### src/hw/ppps_consts.svh
/*
  Constants of the primary port block: cycle counts, field positions
  and reset values. Assumes inclusion by bare name from hw/.
*/
`ifndef PPPS_CONSTS_SVH
`define PPPS_CONSTS_SVH

`define PPPS_CLAIM_WAIT   3'd5
`define PPPS_REQ_GAP      2'd2
`define PPPS_FIFO_W       36
`define PPPS_FIFO_D       32
`define PPPS_BE_LSB       32
`define PPPS_BE_ALL       4'h0
`define PPPS_AD_RESET     32'h0000_0000
`define PPPS_CBE_RESET    4'h0

`endif

### src/hw/ppps_pkg.sv
/*
  Types and the parity function of the primary port block.
  Assumes nothing of its surroundings.
*/
package ppps_pkg;

  typedef enum logic [2:0] {
    PPPS_IDLE = 3'b000,
    PPPS_REQ  = 3'b001,
    PPPS_ADDR = 3'b010,
    PPPS_DATA = 3'b011,
    PPPS_TURN = 3'b100
  } ppps_state_t;

  typedef struct packed {
    ppps_state_t state;
    logic        req_n;
    logic        frame_n;
    logic        frame_oe;
    logic        irdy_n;
    logic        irdy_oe;
    logic [31:0] ad;
    logic        ad_oe;
    logic [3:0]  cbe;
    logic        cbe_oe;
    logic        write;
    logic [3:0]  cmd;
    logic [7:0]  left;
    logic [1:0]  gap;
    logic [2:0]  cnt;
    logic        claimed;
    logic        busy;
    logic        done;
    logic        abort;
    logic        rd_valid;
    logic [31:0] rd_data;
  } ppps_mst_t;

  // parity bit that makes the count of ones over ad, cbe and par even
  function automatic logic ppps_even_par(input logic [31:0] ad,
                                         input logic [3:0]  cbe);
    return ^{ad, cbe};
  endfunction

endpackage

### src/hw/ppps_fifo.sv
/*
  Flip-flop FIFO with valid/ready on both sides; flags are registered.
  Assumes one synchronous clock and an active high synchronous reset.
*/
`timescale 1ns/10ps
`default_nettype none
module ppps_fifo #(
  parameter int W = 36,
  parameter int D = 32
) (
  // clock and reset
  input  wire logic         clk_sys,
  input  wire logic         reset,
  // fill side
  input  wire logic         in_valid,
  output logic              in_ready,
  input  wire logic [W-1:0] in_data,
  // drain side
  output logic              out_valid,
  input  wire logic         out_ready,
  output logic [W-1:0]      out_data
);
  localparam int AW = $clog2(D);

  typedef struct packed {
    logic [D-1:0][W-1:0] mem;
    logic [AW-1:0]       wp;
    logic [AW-1:0]       rp;
    logic [AW:0]         cnt;
    logic                rdy;
    logic                vld;
  } ppps_fifo_st_t;

  ppps_fifo_st_t r_reg, r_next;
  logic push, pop;

  always_comb begin
    r_next = r_reg;
    push = in_valid && r_reg.rdy;
    pop = out_ready && r_reg.vld;
    if (push) begin
      r_next.mem[r_reg.wp] = in_data;
      r_next.wp = r_reg.wp + 1'b1;
    end
    if (pop) begin
      r_next.rp = r_reg.rp + 1'b1;
    end
    r_next.cnt = r_reg.cnt + (AW+1)'(push) - (AW+1)'(pop);
    r_next.rdy = r_next.cnt != (AW+1)'(D);
    r_next.vld = r_next.cnt != '0;
  end

  always_ff @(posedge clk_sys) begin
    if (reset) begin
      r_reg <= '0;
      r_reg.rdy <= 1'b1;
    end else begin
      r_reg <= r_next;
    end
  end

  assign in_ready = r_reg.rdy;
  assign out_valid = r_reg.vld;
  assign out_data = r_reg.mem[r_reg.rp];
endmodule
`default_nettype wire

### src/hw/ppps_parity.sv
/*
  Parity driver and checker of the primary port, one clock behind
  the words it covers. Assumes the driven word and its enable come
  from flip-flops of the caller.
*/
`timescale 1ns/10ps
`default_nettype none
module ppps_parity
  import ppps_pkg::*;
(
  // clock and reset
  input  wire logic        clk_sys,
  input  wire logic        reset,
  // driven word
  input  wire logic [31:0] ad_drv,
  input  wire logic [3:0]  cbe_drv,
  input  wire logic        ad_drv_oe,
  // received word
  input  wire logic        chk_en,
  input  wire logic [31:0] ad_rx,
  input  wire logic [3:0]  cbe_rx,
  input  wire logic        par_rx,
  // parity pin and error
  output logic             par_o,
  output logic             par_oe,
  output logic             par_err
);
  typedef struct packed {
    logic        par;
    logic        oe;
    logic        chk;
    logic [31:0] ad;
    logic [3:0]  cbe;
    logic        err;
  } ppps_par_st_t;

  ppps_par_st_t r_reg, r_next;

  always_comb begin
    r_next = r_reg;
    // parity one clock late
    r_next.par = ppps_even_par(ad_drv, cbe_drv);
    // enable lags ad enable
    r_next.oe = ad_drv_oe;
    r_next.chk = chk_en;
    r_next.ad = ad_rx;
    r_next.cbe = cbe_rx;
    // even parity check
    r_next.err = r_reg.chk && (ppps_even_par(r_reg.ad, r_reg.cbe) != par_rx);
  end

  always_ff @(posedge clk_sys) begin
    if (reset) begin
      r_reg <= '0;
    end else begin
      r_reg <= r_next;
    end
  end

  assign par_o = r_reg.par;
  assign par_oe = r_reg.oe;
  assign par_err = r_reg.err;
endmodule
`default_nettype wire

### src/hw/ppps_port.sv
/*
  Primary bus port: bursts of memory reads and writes as bus master,
  bus parking, request spacing, claim timeout and parity.
  Assumes bus inputs synchronous to clk_sys and pins resolved outside.
*/
// Notes on behaviour
// released low-active lines driven high once
// address on bus in frame's first cycle
// word moves when both readies low
// driver keeps data stable while ready
// park ad, cbe, par when granted idle
// command in address phase, then enables
// even ones over ad, cbe and parity
// address parity valid one cycle later
// data parity valid one clock later
// parity released one cycle after ad
// frame high marks final data phase
// initiator ready held until phase ends
// target ready held until phase ends
// no claim in five cycles: abort
// request high two cycles before reassert
// reset floats every bus output at once; primary_request_n has no enable and stays driven
`timescale 1ns/10ps
`default_nettype none
`include "ppps_consts.svh"
module ppps_port
  import ppps_pkg::*;
(
  // clock and reset
  input  wire logic        clk_sys,
  input  wire logic        reset,
  // user request
  input  wire logic        start,
  input  wire logic        start_write,
  input  wire logic [3:0]  start_cmd,
  input  wire logic [31:0] start_addr,
  input  wire logic [7:0]  start_words,
  // user status
  output logic             busy,
  output logic             done,
  output logic             master_abort,
  output logic             parity_error,
  // write words: byte enables low-active above data
  input  wire logic        wr_valid,
  output logic             wr_ready,
  input  wire logic [35:0] wr_word,
  // read words
  output logic             rd_valid,
  output logic [31:0]      rd_data,
  // arbitration
  output logic             primary_request_n,
  input  wire logic        primary_grant_n,
  // address and data
  input  wire logic [31:0] primary_ad_i,
  output logic [31:0]      primary_ad_o,
  output logic             primary_ad_oe,
  input  wire logic [3:0]  primary_cmd_byte_enables_i,
  output logic [3:0]       primary_cmd_byte_enables_o,
  output logic             primary_cmd_byte_enables_oe,
  input  wire logic        primary_parity_bit_i,
  output logic             primary_parity_bit_o,
  output logic             primary_parity_bit_oe,
  // control
  input  wire logic        primary_frame_n_i,
  output logic             primary_frame_n_o,
  output logic             primary_frame_oe,
  input  wire logic        primary_initiator_ready_n_i,
  output logic             primary_initiator_ready_n_o,
  output logic             primary_initiator_ready_oe,
  input  wire logic        primary_target_ready_n_i,
  input  wire logic        primary_target_claim_n_i
);
  ppps_mst_t   r_reg, r_next;
  logic        bus_idle;
  logic        xfer;
  logic        load;
  logic        claim;
  logic [7:0]  left_after;
  logic        f_valid;
  logic [35:0] f_word;
  logic        par_o, par_oe, par_err;
  logic        err_reg;

  assign bus_idle = primary_frame_n_i && primary_initiator_ready_n_i;
  // both readies low
  // target ready held by target
  assign xfer = (r_reg.state == PPPS_DATA) && r_reg.irdy_oe
                && !r_reg.irdy_n && !primary_target_ready_n_i;
  assign claim = r_reg.claimed || !primary_target_claim_n_i;
  assign left_after = r_reg.left - 8'(xfer);

  // write words wait here; an empty fifo holds irdy off
  ppps_fifo #(
    .W (`PPPS_FIFO_W),
    .D (`PPPS_FIFO_D)
  ) u_fifo (
    .clk_sys   (clk_sys),
    .reset     (reset),
    .in_valid  (wr_valid),
    .in_ready  (wr_ready),
    .in_data   (wr_word),
    .out_valid (f_valid),
    .out_ready (load),
    .out_data  (f_word)
  );

  // address parity one cycle late
  ppps_parity u_par (
    .clk_sys   (clk_sys),
    .reset     (reset),
    .ad_drv    (r_reg.ad),
    .cbe_drv   (r_reg.cbe),
    .ad_drv_oe (r_reg.ad_oe),
    .chk_en    (xfer && !r_reg.write),
    .ad_rx     (primary_ad_i),
    .cbe_rx    (primary_cmd_byte_enables_i),
    .par_rx    (primary_parity_bit_i),
    .par_o     (par_o),
    .par_oe    (par_oe),
    .par_err   (par_err)
  );

  always_comb begin
    r_next = r_reg;
    load = 1'b0;
    r_next.done = 1'b0;
    r_next.abort = 1'b0;
    r_next.rd_valid = 1'b0;
    // count cycles with request high
    if (!r_reg.req_n) begin
      r_next.gap = 2'd0;
    end else if (r_reg.gap != `PPPS_REQ_GAP) begin
      r_next.gap = r_reg.gap + 2'd1;
    end
    case (r_reg.state)
      PPPS_IDLE, PPPS_REQ: begin
        // park while granted and idle
        r_next.ad_oe = !primary_grant_n && bus_idle;
        r_next.cbe_oe = !primary_grant_n && bus_idle;
        r_next.frame_oe = 1'b0;
        r_next.irdy_oe = 1'b0;
        if (r_reg.state == PPPS_IDLE) begin
          if (start && start_words != 8'h00) begin
            r_next.state = PPPS_REQ;
            r_next.busy = 1'b1;
            r_next.write = start_write;
            r_next.cmd = start_cmd;
            r_next.ad = start_addr;
            r_next.left = start_words;
          end
        end else if (!r_reg.req_n && !primary_grant_n && bus_idle) begin
          // address with first frame cycle
          r_next.state = PPPS_ADDR;
          r_next.req_n = 1'b1;
          r_next.frame_n = 1'b0;
          r_next.frame_oe = 1'b1;
          r_next.irdy_n = 1'b1;
          r_next.irdy_oe = 1'b1;
          r_next.ad_oe = 1'b1;
          // command in address phase
          r_next.cbe = r_reg.cmd;
          r_next.cbe_oe = 1'b1;
          r_next.cnt = 3'd0;
          r_next.claimed = 1'b0;
        end else if (r_reg.gap == `PPPS_REQ_GAP) begin
          // request only after the gap
          r_next.req_n = 1'b0;
        end
      end
      PPPS_ADDR, PPPS_DATA: begin
        r_next.state = PPPS_DATA;
        r_next.claimed = claim;
        r_next.left = left_after;
        if (r_reg.cnt != `PPPS_CLAIM_WAIT) begin
          r_next.cnt = r_reg.cnt + 3'd1;
        end
        if (r_reg.write) begin
          // irdy released only by a transfer or by a master abort
          // new word only into an empty slot
          load = (r_reg.irdy_n || xfer) && f_valid && left_after != 8'h00;
          if (load) begin
            r_next.ad = f_word[31:0];
            // byte enables in data phases
            r_next.cbe = f_word[`PPPS_BE_LSB +: 4];
            r_next.irdy_n = 1'b0;
            // frame high with the final word
            r_next.frame_n = left_after == 8'h01;
          end else if (xfer) begin
            r_next.irdy_n = 1'b1;
          end
        end else begin
          // bus turned round: the target drives ad on reads
          r_next.ad_oe = 1'b0;
          r_next.cbe = `PPPS_BE_ALL;
          r_next.irdy_n = 1'b0;
          // frame high in final phase
          r_next.frame_n = left_after == 8'h01;
          if (xfer) begin
            r_next.rd_valid = 1'b1;
            r_next.rd_data = primary_ad_i;
          end
        end
        if (left_after == 8'h00) begin
          r_next.state = PPPS_TURN;
          r_next.done = 1'b1;
        end else if (!claim && r_reg.cnt == `PPPS_CLAIM_WAIT) begin
          // nobody claimed: master abort
          r_next.state = PPPS_TURN;
          r_next.abort = 1'b1;
        end
        if (r_next.state == PPPS_TURN) begin
          // drive high one cycle first
          r_next.frame_n = 1'b1;
          r_next.irdy_n = 1'b1;
          r_next.ad_oe = 1'b0;
          r_next.cbe_oe = 1'b0;
        end
      end
      PPPS_TURN: begin
        // float after the high cycle
        r_next.state = PPPS_IDLE;
        r_next.frame_oe = 1'b0;
        r_next.irdy_oe = 1'b0;
        r_next.busy = 1'b0;
      end
      default: begin
        r_next.state = PPPS_IDLE;
      end
    endcase
  end

  always_ff @(posedge clk_sys) begin
    if (reset) begin
      r_reg <= '0;
      r_reg.state <= PPPS_IDLE;
      r_reg.req_n <= 1'b1;
      r_reg.frame_n <= 1'b1;
      r_reg.irdy_n <= 1'b1;
      r_reg.ad <= `PPPS_AD_RESET;
      r_reg.cbe <= `PPPS_CBE_RESET;
      r_reg.gap <= `PPPS_REQ_GAP;
      err_reg <= 1'b0;
    end else begin
      r_reg <= r_next;
      err_reg <= par_err;
    end
  end

  assign busy = r_reg.busy;
  assign done = r_reg.done;
  assign master_abort = r_reg.abort;
  assign parity_error = err_reg;
  assign rd_valid = r_reg.rd_valid;
  assign rd_data = r_reg.rd_data;
  assign primary_request_n = r_reg.req_n;
  assign primary_ad_o = r_reg.ad;
  assign primary_cmd_byte_enables_o = r_reg.cbe;
  assign primary_parity_bit_o = par_o;
  assign primary_frame_n_o = r_reg.frame_n;
  assign primary_initiator_ready_n_o = r_reg.irdy_n;
  // enables cut by reset, not by a clock edge
  assign primary_ad_oe = r_reg.ad_oe && !reset;
  assign primary_cmd_byte_enables_oe = r_reg.cbe_oe && !reset;
  assign primary_parity_bit_oe = par_oe && !reset;
  assign primary_frame_oe = r_reg.frame_oe && !reset;
  assign primary_initiator_ready_oe = r_reg.irdy_oe && !reset;

  // helper state for the checks below
  logic [31:0] addr_seen;
  logic [3:0]  cmd_seen;
  always_ff @(posedge clk_sys) begin
    if (reset) begin
      addr_seen <= 32'h0000_0000;
      cmd_seen <= 4'h0;
    end else if (start && start_words != 8'h00 && r_reg.state == PPPS_IDLE) begin
      addr_seen <= start_addr;
      cmd_seen <= start_cmd;
    end
  end
endmodule
`default_nettype wire

### config.mk
export PLATFORM = sky130hd
export DESIGN_NAME = ppps_port
export DESIGN_NICKNAME = d
export VERILOG_FILES = /design/src/hw/ppps_pkg.sv /design/src/hw/ppps_fifo.sv /design/src/hw/ppps_parity.sv /design/src/hw/ppps_port.sv
export VERILOG_INCLUDE_DIRS = /design/src /design/src/hw
export SDC_FILE = /design/constraint.sdc
export NUM_CORES = 2
export LEC_CHECK = 0
export BUFFER_PORTS_ARGS = -buffer_cell sky130_fd_sc_hd__buf_2
export CAP_MARGIN = 20
export CORE_MARGIN = 5
export CORE_UTILIZATION = 45
export DETAILED_ROUTE_END_ITERATION = 10
export PLACE_DENSITY = 0.67
export SLEW_MARGIN = 20
export SYNTH_ARGS = -nofsm -noshare
export SYNTH_HDL_FRONTEND = slang
export SYNTH_SLANG_ARGS = --single-unit
### constraint.sdc
create_clock -name clk_sys -period 7.11 [get_ports clk_sys]
set_input_delay 1.422 -clock clk_sys [delete_from_list [all_inputs] [get_ports clk_sys]]
set_output_delay 1.422 -clock clk_sys [all_outputs]
set_load 0.01 [all_outputs]
[Word level (Yosys, flattened, before mapping)]
Index checks and enable logic that the tools add are counted.
Widths: inputs -> output; s select.
Word-level totals
  input bits: 127
  flip-flop bits (word level): 1312
  word-level logic and storage cells: 224
Operators by class
  $lt $le $gt $ge: 3
  multiplexer cells: 56
  bitwise logic cells: 4
  $add $sub $neg: 7
  eq/ne operators: 27
  reductions and logical operators: 61
Operators by type and width (number)
  $bwmux 1152: 1
  $bmux 36 s5: 1
  $demux 36 s5: 1
  $mux 32: 4
  $pmux 38 s2: 1
  $mux 36: 2
  $reduce_xor 36->1: 2
  $mux 33: 1
  $mux 4: 6
  $logic_and 1x1->1: 21
  $mux 3: 7
  $mux 1: 18
  $ne 2x2->1 const B: 9
  $reduce_and 3->1: 6
  $mux 8: 2
  $pmux 8 s2: 1
  $reduce_and 4->1: 4
  $reduce_bool 8->1: 2
  $ne 3x3->1 const B: 5
  $lt 5x6->1 const B: 2
  $mux 6: 2
  $add 5x1->5 const B: 2
  $pmux 1 s2: 5
  $eq 3x3->1 const B: 3
  other kinds (29): 50

[Longest topological paths before layout]
  depth after elaboration: 12
  gate-level depth with buffers: 21
  depth with buffers taken out: 20

[Hierarchy]
A second synthesis with hierarchy kept.
Second synthesis, totals
  cell total of the unflattened synthesis: 6791
  area total of the unflattened synthesis: 57512.7 sq um
Modules (own cells, without submodules)
  ppps_fifo: instances 1, area each 50314.5 sq um, cells each 5972
  ppps_port: instances 1, area each 5459.0 sq um, cells each 667
  ppps_parity: instances 1, area each 1739.2 sq um, cells each 152

[Worst setup path after synthesis]
No wires, ideal clock.
  kind: in2reg
  start point: input port primary_target_ready_n_i
  end point: register u_fifo.r_reg (netlist bit u_fifo.in_ready)
  data arrival time: 5206 ps
  stages: 19
  required time: 6978 ps
  setup slack: 1772 ps
  library setup time: 132 ps
  cells stage by stage: nand3b_1 > nor3_1 > ha_1 > or4b_4 > or2_4 > a31o_2 > and4_2 > nor2_1 > ha_1 > inv_1 > ha_1 > inv_1 > fa_1 > inv_1 > a21o_1 > a21oi_1 > xnor2_1 > nor3b_1 > or3b_2
Between the ends
  word-level cells in the longest chain between the ends: 10
  elaborated cells on any way between the ends: 12
  classes of those cells: 2 x add/sub; 1 x eq/ne; 2 x mux; 7 x reduce/logical
RTL lines
  start, declared: RTL line ppps_port.sv:70  | input wire logic primary_target_ready_n_i,
  $logic_not 1->1 (*): RTL line ppps_port.sv:88  | && !r_reg.irdy_n && !primary_target_ready_n_i;
  $logic_and 1x1->1 (*): RTL line ppps_port.sv:88
  via xfer: RTL line ppps_port.sv:75  | logic xfer;
  $sub 8x1->8 or $logic_or 1x1->1 (tied branches): RTL line ppps_port.sv:90, ppps_port.sv:180
  $reduce_bool 8->1 or $logic_and 1x1->1 (tied branches): RTL line ppps_port.sv:180  | load = (r_reg.irdy_n || xfer) && f_valid && left_after != 8'h00;
  $logic_and 1x1->1 (*): RTL line ppps_port.sv:180
  $mux 1 (*): RTL line ppps_port.sv:177  | if (r_reg.write) begin
  $mux 1 (*): RTL line ppps_port.sv:135  | case (r_reg.state)
  $logic_and 1x1->1 (*): RTL line ppps_fifo.sv:40  | pop = out_ready && r_reg.vld;
  via u_fifo.pop: RTL line ppps_fifo.sv:35  | logic push, pop;
  $sub 6x1->6 (*): RTL line ppps_fifo.sv:48  | r_next.cnt = r_reg.cnt + (AW+1)'(push) - (AW+1)'(pop);
  $ne 6x6->1 (*): RTL line ppps_fifo.sv:49  | r_next.rdy = r_next.cnt != (AW+1)'(D);
  end signal, assigned: RTL line ppps_fifo.sv:58  | r_reg <= r_next;
  end, declared: RTL line ppps_fifo.sv:34  | ppps_fifo_st_t r_reg, r_next;
Mark *: on every way through the listed nets, which the timed path passes. The rest lies on a longest branch.
A chain may end at the register's enable or synchronous reset.

[Final worst setup path]
Same ends and word-level chain as after synthesis.

==> reports/qor.txt <==
FF+latch count, synth: 1311
critical path depth: 20
period utilisation layout: 0.732
RSZ-0062 raised after global routing: false
P_leak: 19.4 nW
clock-pin slew on the worst setup and hold paths: 60 ps
synthesized area per cell: 8.21 um^2
Clock Skew: 26.7 ps
Worst setup startpoint: primary_target_ready_n_i
DP Cell Count: 8150
setup violators final: 0
CP Cell Sequence: buf_2 > nand3b_1 > nor3_1 > ha_1 > or4b_4 > or2_4 > a31o_2 > and4_2 > nor2_1 > ha_1 > inv_1 > ha_1 > inv_1 > fa_1 > inv_1 > a21o_1 > a21oi_1 > xnor2_1 > nor3b_1 > or3b_2
max reg flops: 1168
I/O Buffers: 209
register share of total power: 0.472
CTS tree: built
via/cell ratio: 5.83
Max VDD drop: 0.172 mV
Max-slew headroom: 0.182
HP Class: reg2reg
layout cells sized above 1: 0.117
Sw Ratio: 0.241
Slew Viols, Final: 0
met1 Track Usage GR: 0.360
DR pass1 iterations: 6
Post-Syn Instances: 6884
1st-iter DRT viols: 6338
DP HPWL: 109000 um
GP Congestion: 0.894
Max Cap Viol: 0
PD cells: 257 mW/mm^2
chip width: 364 um
most common cell after layout, fill and taps aside: nand2_1
pin count of the biggest net entering global routing: 234
CTS hold repair buffers: 0
setup TNS: 0 ps
grt met2 use: 0.435
DRC viols: 0
syn nets: 7027
Max FO, Critical Path: 5
synth warn: 0
DR WL/cell: 22.6 um
Final ANT Viol Nets: 0
GRT Resource Usage Total: 0.275
most used flip-flop cell after synthesis: dfxtp_1
htree depth: 4
# clock sinks: 1311
Bufs and invs on worst path: 4
Total Routed Length: 189000 um
IO Pins: 210
Netlist Area Pre-Place: 0.0565 mm^2
Fmax achieved: 0.192 GHz
Internal Pwr Total: 12.2 mW
sequential element share of the synthesized area: 0.464
Worst setup endpoint: u_fifo.in_ready$_SDFF_PP1_
Startpoint Class: input port
Clk pwr share: 0.452
CTS resizes: 0
post-synthesis async set-or-reset flop share: 0
post-synthesis cell type count: 65
actual slew at the worst max-slew pin: 1230 ps
Die ar.: 0.133 mm^2
first-pass GRT wire length: 282000 um
R2R Path Start: r_reg[98]$_SDFFE_PP0P_
initial antenna violation count: 10
Inserted Clock Buffers: 133
Critical Path RT: 7740 ps
EDFF count, synth: 0
Clock Tree Buf Depth: 3
root buffer cell: clkbuf_16
final std cell area, no fill: 0.0623 mm^2
CP peak stage delay: 470 ps
crit path time final: 5210 ps
area delta synth->final: 10.2%
Worst path slowest cell: or4b_4
Starting Density: 0.451
non-filler cells in the finished layout: 8391
Total Nets Final: 6780
clk_lat worst skew: 760 ps
R2R Setup Slk: 2210 ps
row count: 130
placed inst area: 0.0578 mm^2
worst r2r dst: u_fifo.in_ready$_SDFF_PP1_
WS Path Type: in2reg
r2r worst-path depth: 19
outcome: complete, no violations
Net Sw Power: 3.86 mW
gr busiest metal: met2
CP delay by family, top: simple AND/OR/NAND/NOR gates
met3 GRT Util: 0.0616
Core Area: 0.125 mm^2
Hold Fails Final Rpt: 0
DIE HEIGHT: 364 um
postcts setup bufs: 0
vias in the first global route: 45800
hold depth: 1
grt ovf: 0
most frequent cells in the layout: nand2_1, dfxtp_1, a21oi_1
logic gate share of total power: 0.076
Critical Path End Type: flip-flop
Data arrival, critical path: 5840 ps
Vias: 48900
==> per-stage QoR <==
stage	power (mW)	util	setup slack, ps	hold slack [ps]
4_1_cts	16.0	0.497	2020	445
3_5_place_dp	8.90	0.461	1240	431
2_1_floorplan	8.49	-	1770	414
6_report	16.0	0.498	1900	442
5_1_grt	16.5	0.498	1630	462
3_3_place_gp	8.87	0.461	1230	429
==> kinds of logic (layout without fill, tap and decap cells) <==
| group | Yosys count | count (layout) | synth area share |
|---|---|---|---|
| fa+ha+maj | 16 | 16 | 0.00367 |
| buf+inv | 714 | 567 | 0.0550 |
| mux | 446 | 446 | 0.125 |
| compound gates | 1524 | 1524 | 0.146 |
| other cells | 0 | 4 | 0 |
| simple gates | 2793 | 2793 | 0.193 |
| xor+xnor | 80 | 80 | 0.0129 |
| flops | 1311 | 1311 | 0.464 |
==> final cells by class <==
| cell class | count | area (um^2) |
|---|---|---|
| clock buffer | 212 | 4150 |
| sequential | 1311 | 26300 |
| timing repair buffer | 304 | 1890 |
| antenna | 4 | 10.0 |
| inverter | 28 | 105 |
| fill | 11700 | 62900 |
| multi-input combinational | 4859 | 27500 |
| tap | 1650 | 2060 |
| clock inverter | 23 | 348 |
==> synthesized netlist by cell type, types with 46 or more instances <==
master / n / area (um^2)
buf_2: 66 / 330
clkbuf_1: 519 / 1950
o21ai_0: 81 / 405
xnor2_1: 66 / 578
mux2i_1: 235 / 2350
a211oi_1: 59 / 443
nand2_1: 2548 / 9560
nor2_1: 81 / 304
buf_4: 82 / 616
dfxtp_1: 1311 / 26200
mux4_2: 208 / 4680
nor2b_1: 46 / 288
a21oi_1: 1223 / 6120
==> power groups by stage <==
stage | sequential [mW] | combinational, mW | clock [mW]
2_1_floorplan | 7.69 | 0.795 | 0
3_3_place_gp | 7.71 | 1.16 | 0
3_5_place_dp | 7.72 | 1.18 | 0
4_1_cts | 7.55 | 1.19 | 7.30
5_1_grt | 7.56 | 1.29 | 7.61
6_report | 7.56 | 1.22 | 7.25
==> worst min path at each step <==
| stage | end | slack [ps] | startpoint |
|---|---|---|---|
| 2_1_floorplan | parity_error$_SDFF_PP0_ | 410 | u_par.par_err$_SDFF_PP0_ |
| 3_3_place_gp | parity_error$_SDFF_PP0_ | 430 | u_par.par_err$_SDFF_PP0_ |
| 3_5_place_dp | parity_error$_SDFF_PP0_ | 430 | u_par.par_err$_SDFF_PP0_ |
| 4_1_cts | parity_error$_SDFF_PP0_ | 440 | u_par.par_err$_SDFF_PP0_ |
| 5_1_grt | u_fifo.r_reg[455]$_SDFFE_PP0P_ | 460 | u_fifo.r_reg[455]$_SDFFE_PP0P_ |
| 6_report | parity_error$_SDFF_PP0_ | 440 | u_par.par_err$_SDFF_PP0_ |
==> per-layer routing <==
layer / part of all wire / up-vias
li1: - / 22500
met1: 0.40 / 23500
met2: 0.45 / 2417
met3: 0.10 / 455
met4: 0.045 / 14
met5: 0.0010 / -
Note: power is estimated with default switching activity, not from simulation.
